`src/inc/bmc_pkg.sv`:
```
// Summary of operation
// - shared bus error enable, bit 20, resets one
// - debug unit error enable, bit 19, resets one
// - dma engine error enable, bit 18, resets one
// - cpu data error enable, bit 17, debug-suppressed
// - cpu fetch error enable, bit 16, debug-suppressed
// - bit 6 adds one data ram wait
// - bits 2:0 select arbitration mode, reset 001
// - unimplemented bits always read back zero
package bmc_pkg;
	// ------------------------------------------------------------
	// initiators, one error enable each
	// ------------------------------------------------------------
	localparam int         NINIT      = 5;
	localparam int         IX_CPU_INS = 0;     // cpu instruction port
	localparam int         IX_CPU_DAT = 1;     // cpu data port
	localparam int         IX_DMA     = 2;     // dma engine
	localparam int         IX_DEBUG   = 3;     // in-circuit debug unit
	localparam int         IX_SHARED  = 4;     // shared peripheral bus
	localparam logic [4:0] DBG_SUPP   = 5'h03; // cpu ports muted in debug
	// ------------------------------------------------------------
	// register map, byte addresses
	// ------------------------------------------------------------
	localparam int         AW         = 4;
	localparam logic [3:0] OFS_CFG    = 4'h0;
	localparam logic [3:0] OFS_STS    = 4'h4;
	localparam logic [3:0] OFS_MSK    = 4'h8;
	// ------------------------------------------------------------
	// configuration register layout
	// ------------------------------------------------------------
	localparam int          ERR_LSB   = 16;
	localparam int          WS_BIT    = 6;
	localparam int          ARB_LSB   = 0;
	localparam int          ARB_W     = 3;
	localparam logic [31:0] CFG_RST   = 32'h001F_0041;
	localparam logic [31:0] CFG_WMASK = 32'h001F_0047;
	localparam logic [4:0]  IRQ_WMASK = 5'h1F;
	// ------------------------------------------------------------
	// avalon response codes
	// ------------------------------------------------------------
	localparam logic [1:0]  RSP_OKAY  = 2'h0;
	localparam logic [1:0]  RSP_SLVERR = 2'h2;
	localparam logic [31:0] ZERO32    = 32'h0000_0000;
	localparam logic [4:0]  ZERO5     = 5'h00;
endpackage : bmc_pkg

```
`src/inc/bmc_link_if.sv`:
```
`timescale 1ns/100ps
// ------------------------------------------------------------
// carrier between the register front end and its helpers
// ------------------------------------------------------------
interface bmc_link_if;
	logic [4:0] err_en;   // per-initiator error enables
	logic [4:0] unmapped; // unmapped access pulses
	logic       dbg_mode; // processor in debug mode
	logic [4:0] err_hit;  // error response pulses
	logic       ws_en;    // one address-setup wait
	logic       dram_req; // cpu data ram request
	logic       dram_ack; // cpu data ram completion
	modport ctl (output err_en, unmapped, dbg_mode, ws_en, dram_req,
		input err_hit, dram_ack);
	modport err (input err_en, unmapped, dbg_mode, output err_hit);
	modport ws (input ws_en, dram_req, output dram_ack);
endinterface : bmc_link_if

```
`src/bmc_err_gate.sv`:
```
`timescale 1ns/100ps
// ------------------------------------------------------------
// unmapped access error gating, one lane per initiator
// ------------------------------------------------------------
module bmc_err_gate import bmc_pkg::*; (
	input wire logic clk,
	input wire logic nrst,
	bmc_link_if.err  lnk
);
	typedef struct packed { logic [4:0] hit; } bmc_gate_t;
	bmc_gate_t  s_q, s_d;  // all state of the gate
	logic [4:0] pass;      // lane verdicts
	// per-lane verdict; cpu lanes go quiet in debug mode
	for (genvar i = 0; i < NINIT; i++) begin : g_lane
		assign pass[i] = lnk.unmapped[i] & lnk.err_en[i] & ~(DBG_SUPP[i] & lnk.dbg_mode);
	end
	// next state
	always_comb begin
		s_d.hit = pass;
	end
	// registered so the response never glitches
	always_ff @(posedge clk) begin
		if (!nrst) s_q <= '{hit: ZERO5};
		else s_q <= s_d;
	end
	assign lnk.err_hit = s_q.hit;
endmodule : bmc_err_gate

```
`src/bmc_ws_gen.sv`:
```
`timescale 1ns/100ps
// ------------------------------------------------------------
// data ram wait state generator for cpu accesses
// ------------------------------------------------------------
module bmc_ws_gen import bmc_pkg::*; (
	input wire logic clk,
	input wire logic nrst,
	bmc_link_if.ws   lnk
);
	typedef struct packed {
		logic pend; // setup cycle spent
		logic ack;  // completion pulse
	} bmc_ws_t;
	bmc_ws_t s_q, s_d;
	// request is held until ack; the ack cycle itself opens nothing new
	always_comb begin
		s_d.pend = lnk.dram_req & ~s_q.ack & ~s_q.pend & lnk.ws_en;
		s_d.ack  = lnk.dram_req & ~s_q.ack & (~lnk.ws_en | s_q.pend);
	end
	// state register
	always_ff @(posedge clk) begin
		if (!nrst) s_q <= '{pend: 1'b0, ack: 1'b0};
		else s_q <= s_d;
	end
	assign lnk.dram_ack = s_q.ack;
endmodule : bmc_ws_gen

```
`src/bmc_top.sv`:
```
// Our own choices: the address map and the Avalon-MM slave port.
`timescale 1ns/100ps
// ------------------------------------------------------------
// bus matrix configuration block, avalon-mm slave
// ------------------------------------------------------------
module bmc_top import bmc_pkg::*; (
	input  wire logic        clk,
	input  wire logic        nrst,
	input  wire logic [3:0]  avs_address,
	input  wire logic        avs_read,
	input  wire logic        avs_write,
	input  wire logic [31:0] avs_writedata,
	input  wire logic [3:0]  avs_byteenable,
	output logic      [31:0] avs_readdata,
	output logic             avs_waitrequest,
	output logic      [1:0]  avs_response,
	input  wire logic [4:0]  unmapped_access,
	input  wire logic        debug_mode,
	input  wire logic        dram_req,
	output logic             dram_ack,
	output logic      [4:0]  bus_err,
	output logic      [2:0]  arbitration_mode_sel,
	output logic             irq
);
	// ------------------------------------------------------------
	// state
	// ------------------------------------------------------------
	typedef struct packed {
		logic [31:0] cfg;   // configuration register
		logic [4:0]  sts;   // sticky error events
		logic [4:0]  msk;   // interrupt mask
		logic [31:0] rdata; // read data to bus
		logic [1:0]  resp;  // avalon response
		logic        wreq;  // waitrequest
		logic        irq;   // interrupt line
	} bmc_top_t;

	bmc_top_t    s_q;       // registered state
	bmc_top_t    s_d;       // next state
	logic [31:0] be_mask;   // byte enables widened to bits
	logic        req;       // read or write pending
	logic        taken;     // request completes this edge
	logic        wr_cfg;    // write to configuration
	logic        wr_sts;    // write-one-to-clear to status
	logic        wr_msk;    // write to mask
	logic        mapped;    // address decodes
	logic [31:0] wr_bits;   // write data under byte enables

	bmc_link_if lnk ();     // helper carrier

	// ------------------------------------------------------------
	// byte lanes
	// ------------------------------------------------------------
	// each byte enable covers eight data bits
	for (genvar b = 0; b < 4; b++) begin : g_be
		assign be_mask[8*b +: 8] = {8{avs_byteenable[b]}};
	end

	// ------------------------------------------------------------
	// bus decode
	// ------------------------------------------------------------
	// the first request cycle sees waitrequest high; it drops the
	// next cycle and that edge completes the transfer
	assign req     = avs_read | avs_write;
	assign taken   = req & ~s_q.wreq;
	assign mapped  = (avs_address == OFS_CFG) |
		(avs_address == OFS_STS) |
		(avs_address == OFS_MSK);
	assign wr_bits = avs_writedata & be_mask;
	assign wr_cfg  = taken & avs_write & (avs_address == OFS_CFG);
	assign wr_sts  = taken & avs_write & (avs_address == OFS_STS);
	assign wr_msk  = taken & avs_write & (avs_address == OFS_MSK);

	// ------------------------------------------------------------
	// helpers
	// ------------------------------------------------------------
	// error enables go out straight from the stored bits
	assign lnk.err_en   = s_q.cfg[ERR_LSB +: NINIT];
	assign lnk.unmapped = unmapped_access;
	assign lnk.dbg_mode = debug_mode;
	assign lnk.ws_en    = s_q.cfg[WS_BIT];
	assign lnk.dram_req = dram_req;

	// error lanes, one per initiator
	bmc_err_gate u_err (
		.clk  (clk),
		.nrst (nrst),
		.lnk  (lnk)
	);

	// cpu data ram wait states
	bmc_ws_gen u_ws (
		.clk  (clk),
		.nrst (nrst),
		.lnk  (lnk)
	);

	// ------------------------------------------------------------
	// next state
	// ------------------------------------------------------------
	always_comb begin
		s_d = s_q;
		// handshake: drop wait for exactly one cycle per request
		if (req && s_q.wreq) begin
			s_d.wreq = 1'b0;
		end else begin
			s_d.wreq = 1'b1;
		end

		// read data and response are prepared while still waiting,
		// so they stand at the completing edge
		if (req && s_q.wreq) begin
			case (avs_address)
				OFS_CFG: begin
					// unimplemented bits are never stored, read zero
					s_d.rdata = s_q.cfg & CFG_WMASK;
					s_d.resp  = RSP_OKAY;
				end
				OFS_STS: begin
					s_d.rdata = {27'h000_0000, s_q.sts};
					s_d.resp  = RSP_OKAY;
				end
				OFS_MSK: begin
					s_d.rdata = {27'h000_0000, s_q.msk};
					s_d.resp  = RSP_OKAY;
				end
				default: begin
					// unmapped offset: zero data, slave error
					s_d.rdata = ZERO32;
					s_d.resp  = RSP_SLVERR;
				end
			endcase
		end

		// configuration write, only implemented bits land
		if (wr_cfg) begin
			s_d.cfg = (s_q.cfg & ~(be_mask & CFG_WMASK)) |
				(wr_bits & CFG_WMASK);
		end
		// reserved arbitration codes are stored as written; the
		// matrix behaviour for them is left to software to avoid

		// mask write
		if (wr_msk) begin
			s_d.msk = (s_q.msk & ~(be_mask[4:0] & IRQ_WMASK)) |
				(wr_bits[4:0] & IRQ_WMASK);
		end

		// status: write one clears, a new event in the same cycle
		// wins over the clear so none is lost
		s_d.sts = s_q.sts;
		if (wr_sts) begin
			s_d.sts = s_q.sts & ~(wr_bits[4:0] & IRQ_WMASK);
		end
		s_d.sts = s_d.sts | lnk.err_hit;

		// level interrupt from the next state, so it follows the
		// status and mask with no extra cycle
		s_d.irq = |(s_d.sts & s_d.msk);
	end

	// ------------------------------------------------------------
	// state register
	// ------------------------------------------------------------
	// synchronous reset; enables and wait bit come up set, mode 1
	always_ff @(posedge clk) begin
		if (!nrst) begin
			s_q <= '{
				cfg:   CFG_RST,
				sts:   ZERO5,
				msk:   ZERO5,
				rdata: ZERO32,
				resp:  RSP_OKAY,
				wreq:  1'b1,
				irq:   1'b0
			};
		end else begin
			s_q <= s_d;
		end
	end

	// ------------------------------------------------------------
	// outputs, each straight from a flip-flop
	// ------------------------------------------------------------
	assign avs_readdata         = s_q.rdata;
	assign avs_waitrequest      = s_q.wreq;
	assign avs_response         = s_q.resp;
	assign dram_ack             = lnk.dram_ack;
	assign bus_err              = lnk.err_hit;
	assign arbitration_mode_sel = s_q.cfg[ARB_LSB +: ARB_W];
	assign irq                  = s_q.irq;
endmodule : bmc_top

```
`config.mk`:
```
export PLATFORM = sky130hd
export DESIGN_NAME = bmc_top
export DESIGN_NICKNAME = d
export VERILOG_FILES = /design/src/inc/bmc_pkg.sv /design/src/inc/bmc_link_if.sv /design/src/bmc_err_gate.sv /design/src/bmc_ws_gen.sv /design/src/bmc_top.sv
export SDC_FILE = /design/constraint.sdc
export NUM_CORES = 1
export LEC_CHECK = 0
export BUFFER_PORTS_ARGS = -buffer_cell sky130_fd_sc_hd__buf_4
export CORE_ASPECT_RATIO = 0.9
export CORE_UTILIZATION = 41
export DETAILED_ROUTE_END_ITERATION = 6
export HOLD_SLACK_MARGIN = 0.12
export PLACE_DENSITY_LB_ADDON = 0.3
export SLEW_MARGIN = 40
export SYNTH_ARGS = -nofsm -noshare
export SYNTH_HDL_FRONTEND = slang
export SYNTH_SLANG_ARGS = --single-unit
```
`constraint.sdc`:
```
create_clock -name clk -period 1.85 [get_ports clk]
set_input_delay 0 -clock clk [delete_from_list [all_inputs] [get_ports clk]]
set_output_delay 0 -clock clk [all_outputs]
set_load 0.005 [all_outputs]
```
# --- Word level (Yosys, flattened, before mapping) ---
# Cells that the tools add are included.
word_totals:
  out_inout_bits: 45
  elab_cells: 53
  inputBits: 51
  regBits: 85
op_classes:
  n_reduce_logical: 3
  mux: 4
  eq_ne: 2
  bitwise_logic: 34
ops:
  columns: ["op", "n"]
  rows:
  - ["$pmux W23 S3", 1]
  - ["$and A32 B32 Y32", 1]
  - ["$not A21 Y32", 1]
  - ["$or A32 B21 Y32", 1]
  - ["$and A21 B21 Y21", 1]
  - ["$and A1 B1 Y1", 16]
  - ["$and A5 B5 Y5", 3]
  - ["$mux W5", 2]
  - ["$not A5 Y5", 2]
  - ["$or A5 B5 Y5", 2]
  - ["$not A1 Y1", 5]
  - ["$reduce_or A5 Y1", 1]
  - ["$eq A4 B3 Y1 const B", 1]
  - ["$eq A4 B4 Y1 const B", 1]
  - ["$logic_not A4 Y1", 1]
  - ["$or A1 B1 Y1", 2]
  - ["$logic_and A1 B1 Y1", 1]
  - ["$mux W1", 1]

# --- Logic depth before layout (Yosys ltp) ---
# Gate-level depths: netlist (run 1).
logic_depth:
  depth_word: 8
  mapped_depth: 7

# --- By module ---
# From an unflattened synthesis (run 1), not the netlist that was laid out.
hier_totals:
  cells_unflattened: 198
  hier_area_um2: 1896.8
by_module_without_submodules:
  columns: ["module", "n_inst", "area_each_um2", "seq_area_each_um2", "cells_each"]
  rows:
  - ["bmc_top", 1, 1672.9, 660.6, 182]
  - ["bmc_err_gate", 1, 142.6, 100.1, 10]
  - ["bmc_ws_gen", 1, 81.3, 40.0, 6]

# --- Worst setup path after synthesis (run 1) ---
# No wires, ideal clock.
synth_timing:
  kind: "register to register"
  from: "register s_q, in the netlist avs_waitrequest"
  to: "register s_q, in the netlist irq"
  setup_time_ns: 0.120
  period_less_slack_ns: 1.808
  arrival_time_ns: 1.689
  setup_slack_ns: 0.042
  stages_incl_launch_ff: 7
  path_cell_list: "dfxtp_1 > nor4b_4 > and3_1 > buf_2 > mux2i_1 > o22ai_1 > o31a_1"
synth_between:
  elab_chain_cells: 8
  elab_cells_between_ends: 10
  classes_between: "mux: 2; bitwise: 7; reduce/logical: 1"
synth_rtl:
  columns: ["item", "line_no", "text"]
  rows:
  - ["start, declared", "bmc_top.sv:38", "bmc_top_t s_q;"]
  - ["start signal, assigned", "bmc_top.sv:168", "s_q <= '{"]
  - ["$not A1 Y1 (*)", "bmc_top.sv:65", "assign taken = req & ~s_q.wreq;"]
  - ["$and A1 B1 Y1 (*)", "bmc_top.sv:65", null]
  - ["$and A1 B1 Y1 (*)", "bmc_top.sv:71, bmc_top.sv:72", null]
  - ["$and A1 B1 Y1", "bmc_top.sv:71", "assign wr_sts = taken & avs_write & (avs_address == OFS_STS);"]
  - ["$mux W5", "bmc_top.sv:152", "if (wr_sts) begin"]
  - ["$or A5 B5 Y5", "bmc_top.sv:155", "s_d.sts = s_d.sts | lnk.err_hit;"]
  - ["$and A5 B5 Y5 (*)", "bmc_top.sv:159", "s_d.irq = |(s_d.sts & s_d.msk);"]
  - ["$reduce_or A5 Y1 (*)", "bmc_top.sv:159", null]
# Every way passes the cells marked *; elsewhere a longest branch is shown, timed or not.
# A chain may end at the register's enable or synchronous reset.

==> metrics, run 1 <==
TritonCTS clock tree=done; crit path launch type=register; required time of the critical path=2.08 ns; area grow syn2layout=38.9%; routed wl met3=206 um; CP arrival=1.99 ns; first-pass GRT wire length=6.34 mm; vias in the first global route=1387; Die W=73.2 um; Gate power share=12.1%; top layer in use=met4; Mapped Cells=198; DRT Wirelength=4.00 mm; minimum clock period=1.76 ns; Yosys cell types=31; Sw Ratio=21.3%; most frequent cells in the layout=buf_4 (61), dfxtp_1 (40), dlygate4sd3_1 (31); Seq pwr share=47.3%; total power per unit cell area=729 mW/mm2; CP Capture Type=register; Mapped Area=0.00187 mm2; register area=801 um2; clock slew at reported path FFs=0.07 ns; htree depth=2; Slew Limit Fails=0; WL/cell=12.0 um; clock buffer depth=2; Via density=4.51; Hold Path Depth=4; RR Startpoint=avs_waitrequest; ys async rst share=0%; reg2reg setup slack=0.09 ns; CP Launch Point=avs_waitrequest; initial antenna violation count=0; Mean Syn Cell Area=9.45 um2; yosys warns=0; worst vdd ir=0.395 mV; multi-input logic area=823 um2; gr ovfl total=0; Placer Congestion=0.783; status=completed; critical path class=register to register; non-filler cells, final=334; sw power=0.404 mW; Final Net Count=324; Clk pwr share=40.5%; top-level I/O count=96; layout cells sized above 1=27.0%; die area=0.00484 mm2; M1 WL=1.81 mm; clk sinks=40; DR WL met2=1.95 mm; worst-path fanout max=4; CTS Buf Count=5; row count=22; total track usage=17.4%; fillcell total=368; FF+latch count, synth=40; root buf cell=clkbuf_8; fmax=568 MHz; clock latency on the worst-skew pair=0.29 ns; Hold Fails Final Rpt=0; core area=0.00421 mm2; Inst Count DP=292; final antenna-violating net count=0; largest net degree at the start of global routing=39; commonest non-fill, non-tap cell in the layout=buf_4; final worst path period share=95.2%; EDFF count, synth=0; internal power component=1.49 mW; sequential fraction of the synthesis area=42.8%; skew final=0.00203 ns; hold crit path type=input port to register; Chip Height=66.1 um; dominant synthesized flop cell=dfxtp_1; via count=1505; number of setup violations in the final report=0; DRC Markers=0; initial drt markers=56; Antenna Cells=0; 1st-pass router iterations=4; IO buf count=50; reg2reg path depth=7; max_cap viols=0; Initial Util=44.4%; static leakage=1.15 nW; dpl hpwl=2.79 mm; Hold WS=0.144 ns
-- worst min-delay path by stage --
stage	startpoint	endpoint	slack [ns]
after floorplan	avs_writedata[0]	register	0.12
after global placement	avs_writedata[16]	register	0.23
after detailed placement	avs_writedata[17]	register	0.24
after CTS	avs_address[3]	avs_response[1]	0.14
after global routing	avs_address[3]	avs_response[1]	0.16
final	avs_address[3]	avs_response[1]	0.14
-- worst max-delay path, cell delays in order (launching register included) --
cell and delay (ns):
dfxtp_1 0.34, buf_4 0.16, nor3b_4 0.25, buf_4 0.17, buf_4 0.10, nand3_1 0.06, dlygate4sd3_1 0.55, nand3_1 0.07
-- area by class of cell --
class / instances / area share [%]
clock buffer: 7 / 3.71
tap: 60 / 2.89
inverter: 1 / 0.145
multi-input combinational: 133 / 31.7
sequential: 40 / 30.8
clock inverter: 1 / 1.16
timing repair buffer: 92 / 29.6
-- repair_timing --
item / 4_1_cts / 5_1_grt
hold buffers: 32 / 0
resized for setup: 0 / 1
endpoints found under the hold margin: 29 / 0
setup endpoints to repair: 0 / 6
buffers inserted: 0 / 3
-- through the flow --
step	cell area (um2)	setup WS [ns]	TNS [ns]	util, %	power (mW)
2_1_floorplan	1950	0.0415	0	-	1.04
3_3_place_gp	2140	0.0657	0	50.7	1.10
3_5_place_dp	2140	0.0474	0	50.7	1.10
4_1_cts	2580	0.0400	0	61.3	1.91
5_1_grt	2600	-0.00466	-0.00466	61.7	1.98
6_report	2600	0.0888	0	61.7	1.89
-- power groups by stage --
stage          clock, mW  sequential [mW]  combinational (mW)
5_1_grt            0.835            0.899               0.249
3_3_place_gp           0            0.916               0.183
3_5_place_dp           0            0.917               0.184
2_1_floorplan          0            0.915               0.127
6_report           0.768            0.897               0.230
4_1_cts            0.789            0.896               0.227
-- metal layers --
metal	track usage [%]	vias to the layer above
met5	0	-
met4	6.62	0
met3	4.12	5
met2	30.2	47
met1	20.8	678
li1	-	775
-- synth_stat cells (all sizes together) (4+ instances only) --
master	instances	area share, %
buf	41	16
dfxtp	40	43
a21oi	6	1.6
nand4	5	1.7
and3	6	2.0
clkbuf	4	0.87
mux2i	11	5.9
o21ai	4	1.1
nor2b	26	8.7
nand2	14	3.2
a22oi	11	4.4
nand3	12	3.2
-- logic make-up after synthesis --
| family | synth area share [%] |
|---|---|
| simple gates | 23.1 |
| mux | 5.89 |
| compound gates | 10.5 |
| flops | 42.8 |
| buf+inv | 17.5 |
| other cells | 0.200 |
Note: power is estimated with default switching activity, not from simulation.
==> run 2, diff against run 1 <==
Settings changed: CELL_PAD_IN_SITES_DETAIL_PLACEMENT set to 1, CELL_PAD_IN_SITES_GLOBAL_PLACEMENT set to 2, CORE_UTILIZATION 41 to 22.
==> metrics, run 2 (synthesized netlist as in run 1, its figures left out) <==
worst vdd ir=0.264 mV; WP buf/inv=3; TritonCTS clock tree=done; Die W=99.2 um; RR Startpoint=avs_waitrequest; Slew Limit Fails=0; non-filler cells, final=373; commonest non-fill, non-tap cell in the layout=buf_4; final worst setup slack=0.0963 ns; DRC Markers=0; Final Net Count=324; fillcell total=957; min-delay src=avs_write; Final Instance Area=0.00265 mm2; vias in the first global route=1538; Initial Util=23.0%; reg2reg setup slack=0.1 ns; final core utilization=32.5%; Inst Count DP=332; final antenna-violating net count=0; top-level I/O count=96; slowest CP cell=dlygate4sd3_1; root buf cell=clkbuf_8; clk sinks=40; crit path launch type=register; DRT Wirelength=5.01 mm; reg2reg path depth=6; WL/cell=13.4 um; Chip Height=89.5 um; dpl hpwl=3.58 mm; Via density=4.15; critical path class=register to register; gr ovfl total=0; Placement Setup Slack=0.0767 ns; Placer Congestion=0.705; via count=1548; final worst path period share=94.8%; total power per unit cell area=716 mW/mm2; IO buf count=50; number of setup violations in the final report=0; 1st-pass router iterations=4; first-pass GRT wire length=7.87 mm; hold crit path type=input port to register; largest net degree at the start of global routing=39; CP Capture Type=register; static leakage=1.14 nW; core area=0.00815 mm2; clock slew at reported path FFs=0.08 ns; Tot Pwr=1.90 mW; die area=0.00888 mm2; area grow syn2layout=41.6%; most frequent cells in the layout=buf_4 (61), dfxtp_1 (40), dlygate4sd3_1 (31); htree depth=2; fmax=570 MHz; clock buffer depth=2; Hold Path End=avs_response[1]; max_cap viols=0; row count=31; cell breakdown of the critical path=buf_4, nor3b_4, buf_4, nand3_1, dlygate4sd3_1, nand3_1; status=completed; Antenna Cells=0; required time of the critical path=2.09 ns; Hold WS=0.161 ns; initial antenna violation count=0; minimum clock period=1.75 ns; slowest stage delay, CP=0.55 ns; Hold Path Depth=3; layout cells sized above 1=27.4%; skew final=0.00571 ns; CP delay by family, top=buffers and inverters; Area after DPL=0.00219 mm2; CTS Buf Count=5; Hold Fails Final Rpt=0; initial drt markers=28; clock latency on the worst-skew pair=0.29 ns; CP arrival=1.99 ns; total track usage=11.8%; worst-path fanout max=6; TNS Setup=0 ns
[run 2: changes by cell type in the layout (fill, tap and decap cells not counted), sizes merged]
cell / change
clkinv: +1
clkbuf: -1
[run 2: tightest hold or removal path, stage by stage]
cell     delay [ns]
buf_4          0.10
o21a_1         0.18
o211a_1        0.15
[run 2: how the worst max path moves through the flow]
stage	startpoint	end	slack, ns	depth (start not counted)
after floorplan	avs_waitrequest	irq	0.04	6
after global placement	avs_waitrequest	irq	0.06	6
after detailed placement	avs_waitrequest	irq	0.08	6
after CTS	avs_waitrequest	register	0.04	6
after global routing	avs_waitrequest	register	-0.009	6
final	avs_waitrequest	register	0.1	6
[run 2: what timing repair did]
| item | CTS | global route |
|---|---|---|
| gates resized for setup | 0 | 2 |
| setup buffers | 0 | 2 |
| endpoints found under the hold margin | 28 | 0 |
| hold buffers | 31 | 0 |
| setup endpoints to repair | 0 | 4 |
[run 2: cell type report]
type,count,area [um2],area share (%)
Clock buffer,6,82.6,3.12
Clock inverter,2,38.8,1.46
Sequential cell,40,801,30.2
Tap cell,99,124,4.68
Multi-Input combinational cell,133,831,31.4
Inverter,1,3.75,0.142
Timing Repair Buffer,92,768,29.0
[run 2: metal layers]
layer / GRT usage, % / routed length (um) / vias to the layer above
li1: - / - / 772
met1: 15.3 / 2410 / 721
met2: 19.1 / 2280 / 50
met3: 3.28 / 279 / 5
met4: 3.61 / 39 / 0
met5: 0 / 0 / -
[run 2: power breakdown]
group | leakage, nW | total (mW) | switching, mW | internal [mW]
Clock | 0.0614 | 0.763 | 0.321 | 0.441
Combinational | 0.756 | 0.235 | 0.105 | 0.130
Sequential | 0.326 | 0.899 | 0.0158 | 0.883
Total | 1.14 | 1.90 | 0.442 | 1.45
==> run 3, diff against run 2 <==
Settings changed: CORE_ASPECT_RATIO 0.9 to 0.5.
==> metrics, run 3 (synthesized netlist as in run 1, its figures left out) <==
status=completed; reg2reg setup slack=0.1 ns; 1st-pass router iterations=4; CP Capture Type=register; gr ovfl total=0; commonest non-fill, non-tap cell in the layout=buf_4; TritonCTS clock tree=done; clk sinks=40; CP arrival=1.92 ns; worst-path fanout max=2; area grow syn2layout=42.2%; final worst path period share=94.7%; die area=0.00890 mm2; total power per unit cell area=734 mW/mm2; static leakage=1.14 nW; Hold WS=0.150 ns; Slew Limit Fails=0; htree depth=2; via count=1546; Placer Congestion=0.752; clock slew at reported path FFs=0.06 ns; initial drt markers=54; final worst setup slack=0.0987 ns; largest net degree at the start of global routing=39; number of setup violations in the final report=0; Placement Setup Slack=0.0582 ns; Hold Fails Final Rpt=0; Area after DPL=0.00221 mm2; row count=23; minimum clock period=1.75 ns; root buf cell=clkbuf_16; vias in the first global route=1565; initial antenna violation count=0; WL/cell=13.0 um; max_cap viols=0; first-pass GRT wire length=8.01 mm; hold crit path type=input port to register; final antenna-violating net count=0; critical path class=register to register; Chip Height=67.2 um; Final Instance Area=0.00266 mm2; core area=0.00812 mm2; top-level I/O count=96; CTS Buf Count=5; unrepaired setup endpoints after global routing=false; required time of the critical path=2.01 ns; Via density=4.04; clock buffer depth=2; dpl hpwl=3.59 mm; skew final=0.00147 ns; worst vdd ir=0.299 mV; layout cells sized above 1=26.6%; total track usage=11.7%; fmax=571 MHz; IO buf count=50; DRT Wirelength=4.98 mm; clock latency on the worst-skew pair=0.28 ns; TNS Setup=0 ns; Final Net Count=322; Antenna Cells=0; most frequent cells in the layout=buf_4 (60), dfxtp_1 (40), dlygate4sd3_1 (30); crit path launch type=register; Die W=132 um; fillcell total=949; Initial Util=23.0%; DRC Markers=0
[run 3: critical path, stage by stage (launching register included)]
cell and delay (ns):
dfxtp_1 0.33, nor4b_4 0.27, and3_4 0.23, buf_4 0.12, mux2i_2 0.24, o22ai_1 0.13, o31a_1 0.32
[run 3: final timing paths]
kind	cells after the start	to	startpoint
worst max-delay path	6	irq	avs_waitrequest
worst min register to register	1	u_ws.s_q[1]	u_ws.s_q[1]
worst min-delay path	4	register	avs_byteenable[0]
worst max register to register	6	irq	avs_waitrequest
[run 3: routing by layer]
layer  vias to the layer above  GRT usage, %  share of wire (%)
met5                         -             0                  0
met4                         0          3.88               0.54
met3                         3          2.70                3.3
met2                        40          21.2                 50
met1                       733          14.1                 46
li1                        770             -                  -
[run 3: where the power goes]
group	leakage [nW]	total, mW	internal (mW)	switching [mW]
registers	0.326	0.899	0.884	0.0147
logic	0.750	0.232	0.130	0.103
clock network	0.0667	0.820	0.490	0.330
[run 3: layout make-up]
cell class | count | area [um2] | share of cell area, %
Timing Repair Buffer | 90 | 751 | 28.2
Clock buffer | 6 | 129 | 4.84
Multi-Input combinational cell | 133 | 831 | 31.2
Clock inverter | 1 | 5.00 | 0.188
Tap cell | 112 | 140 | 5.27
Sequential cell | 40 | 801 | 30.1
Inverter | 1 | 3.75 | 0.141
[run 3: repair_timing]
item,CTS,global route
gates resized for setup,0,2
setup endpoints to repair,0,5
endpoints found under the hold margin,25,0
buffers inserted,0,1
hold buffers,30,0
[run 3: stage by stage]
step,instances,power (mW),util [%]
after floorplan,219,1.04,-
after global placement,345,1.10,27.2
after detailed placement,345,1.11,27.2
after CTS,382,1.97,32.6
after global routing,383,2.04,32.8
final,383,1.95,32.8
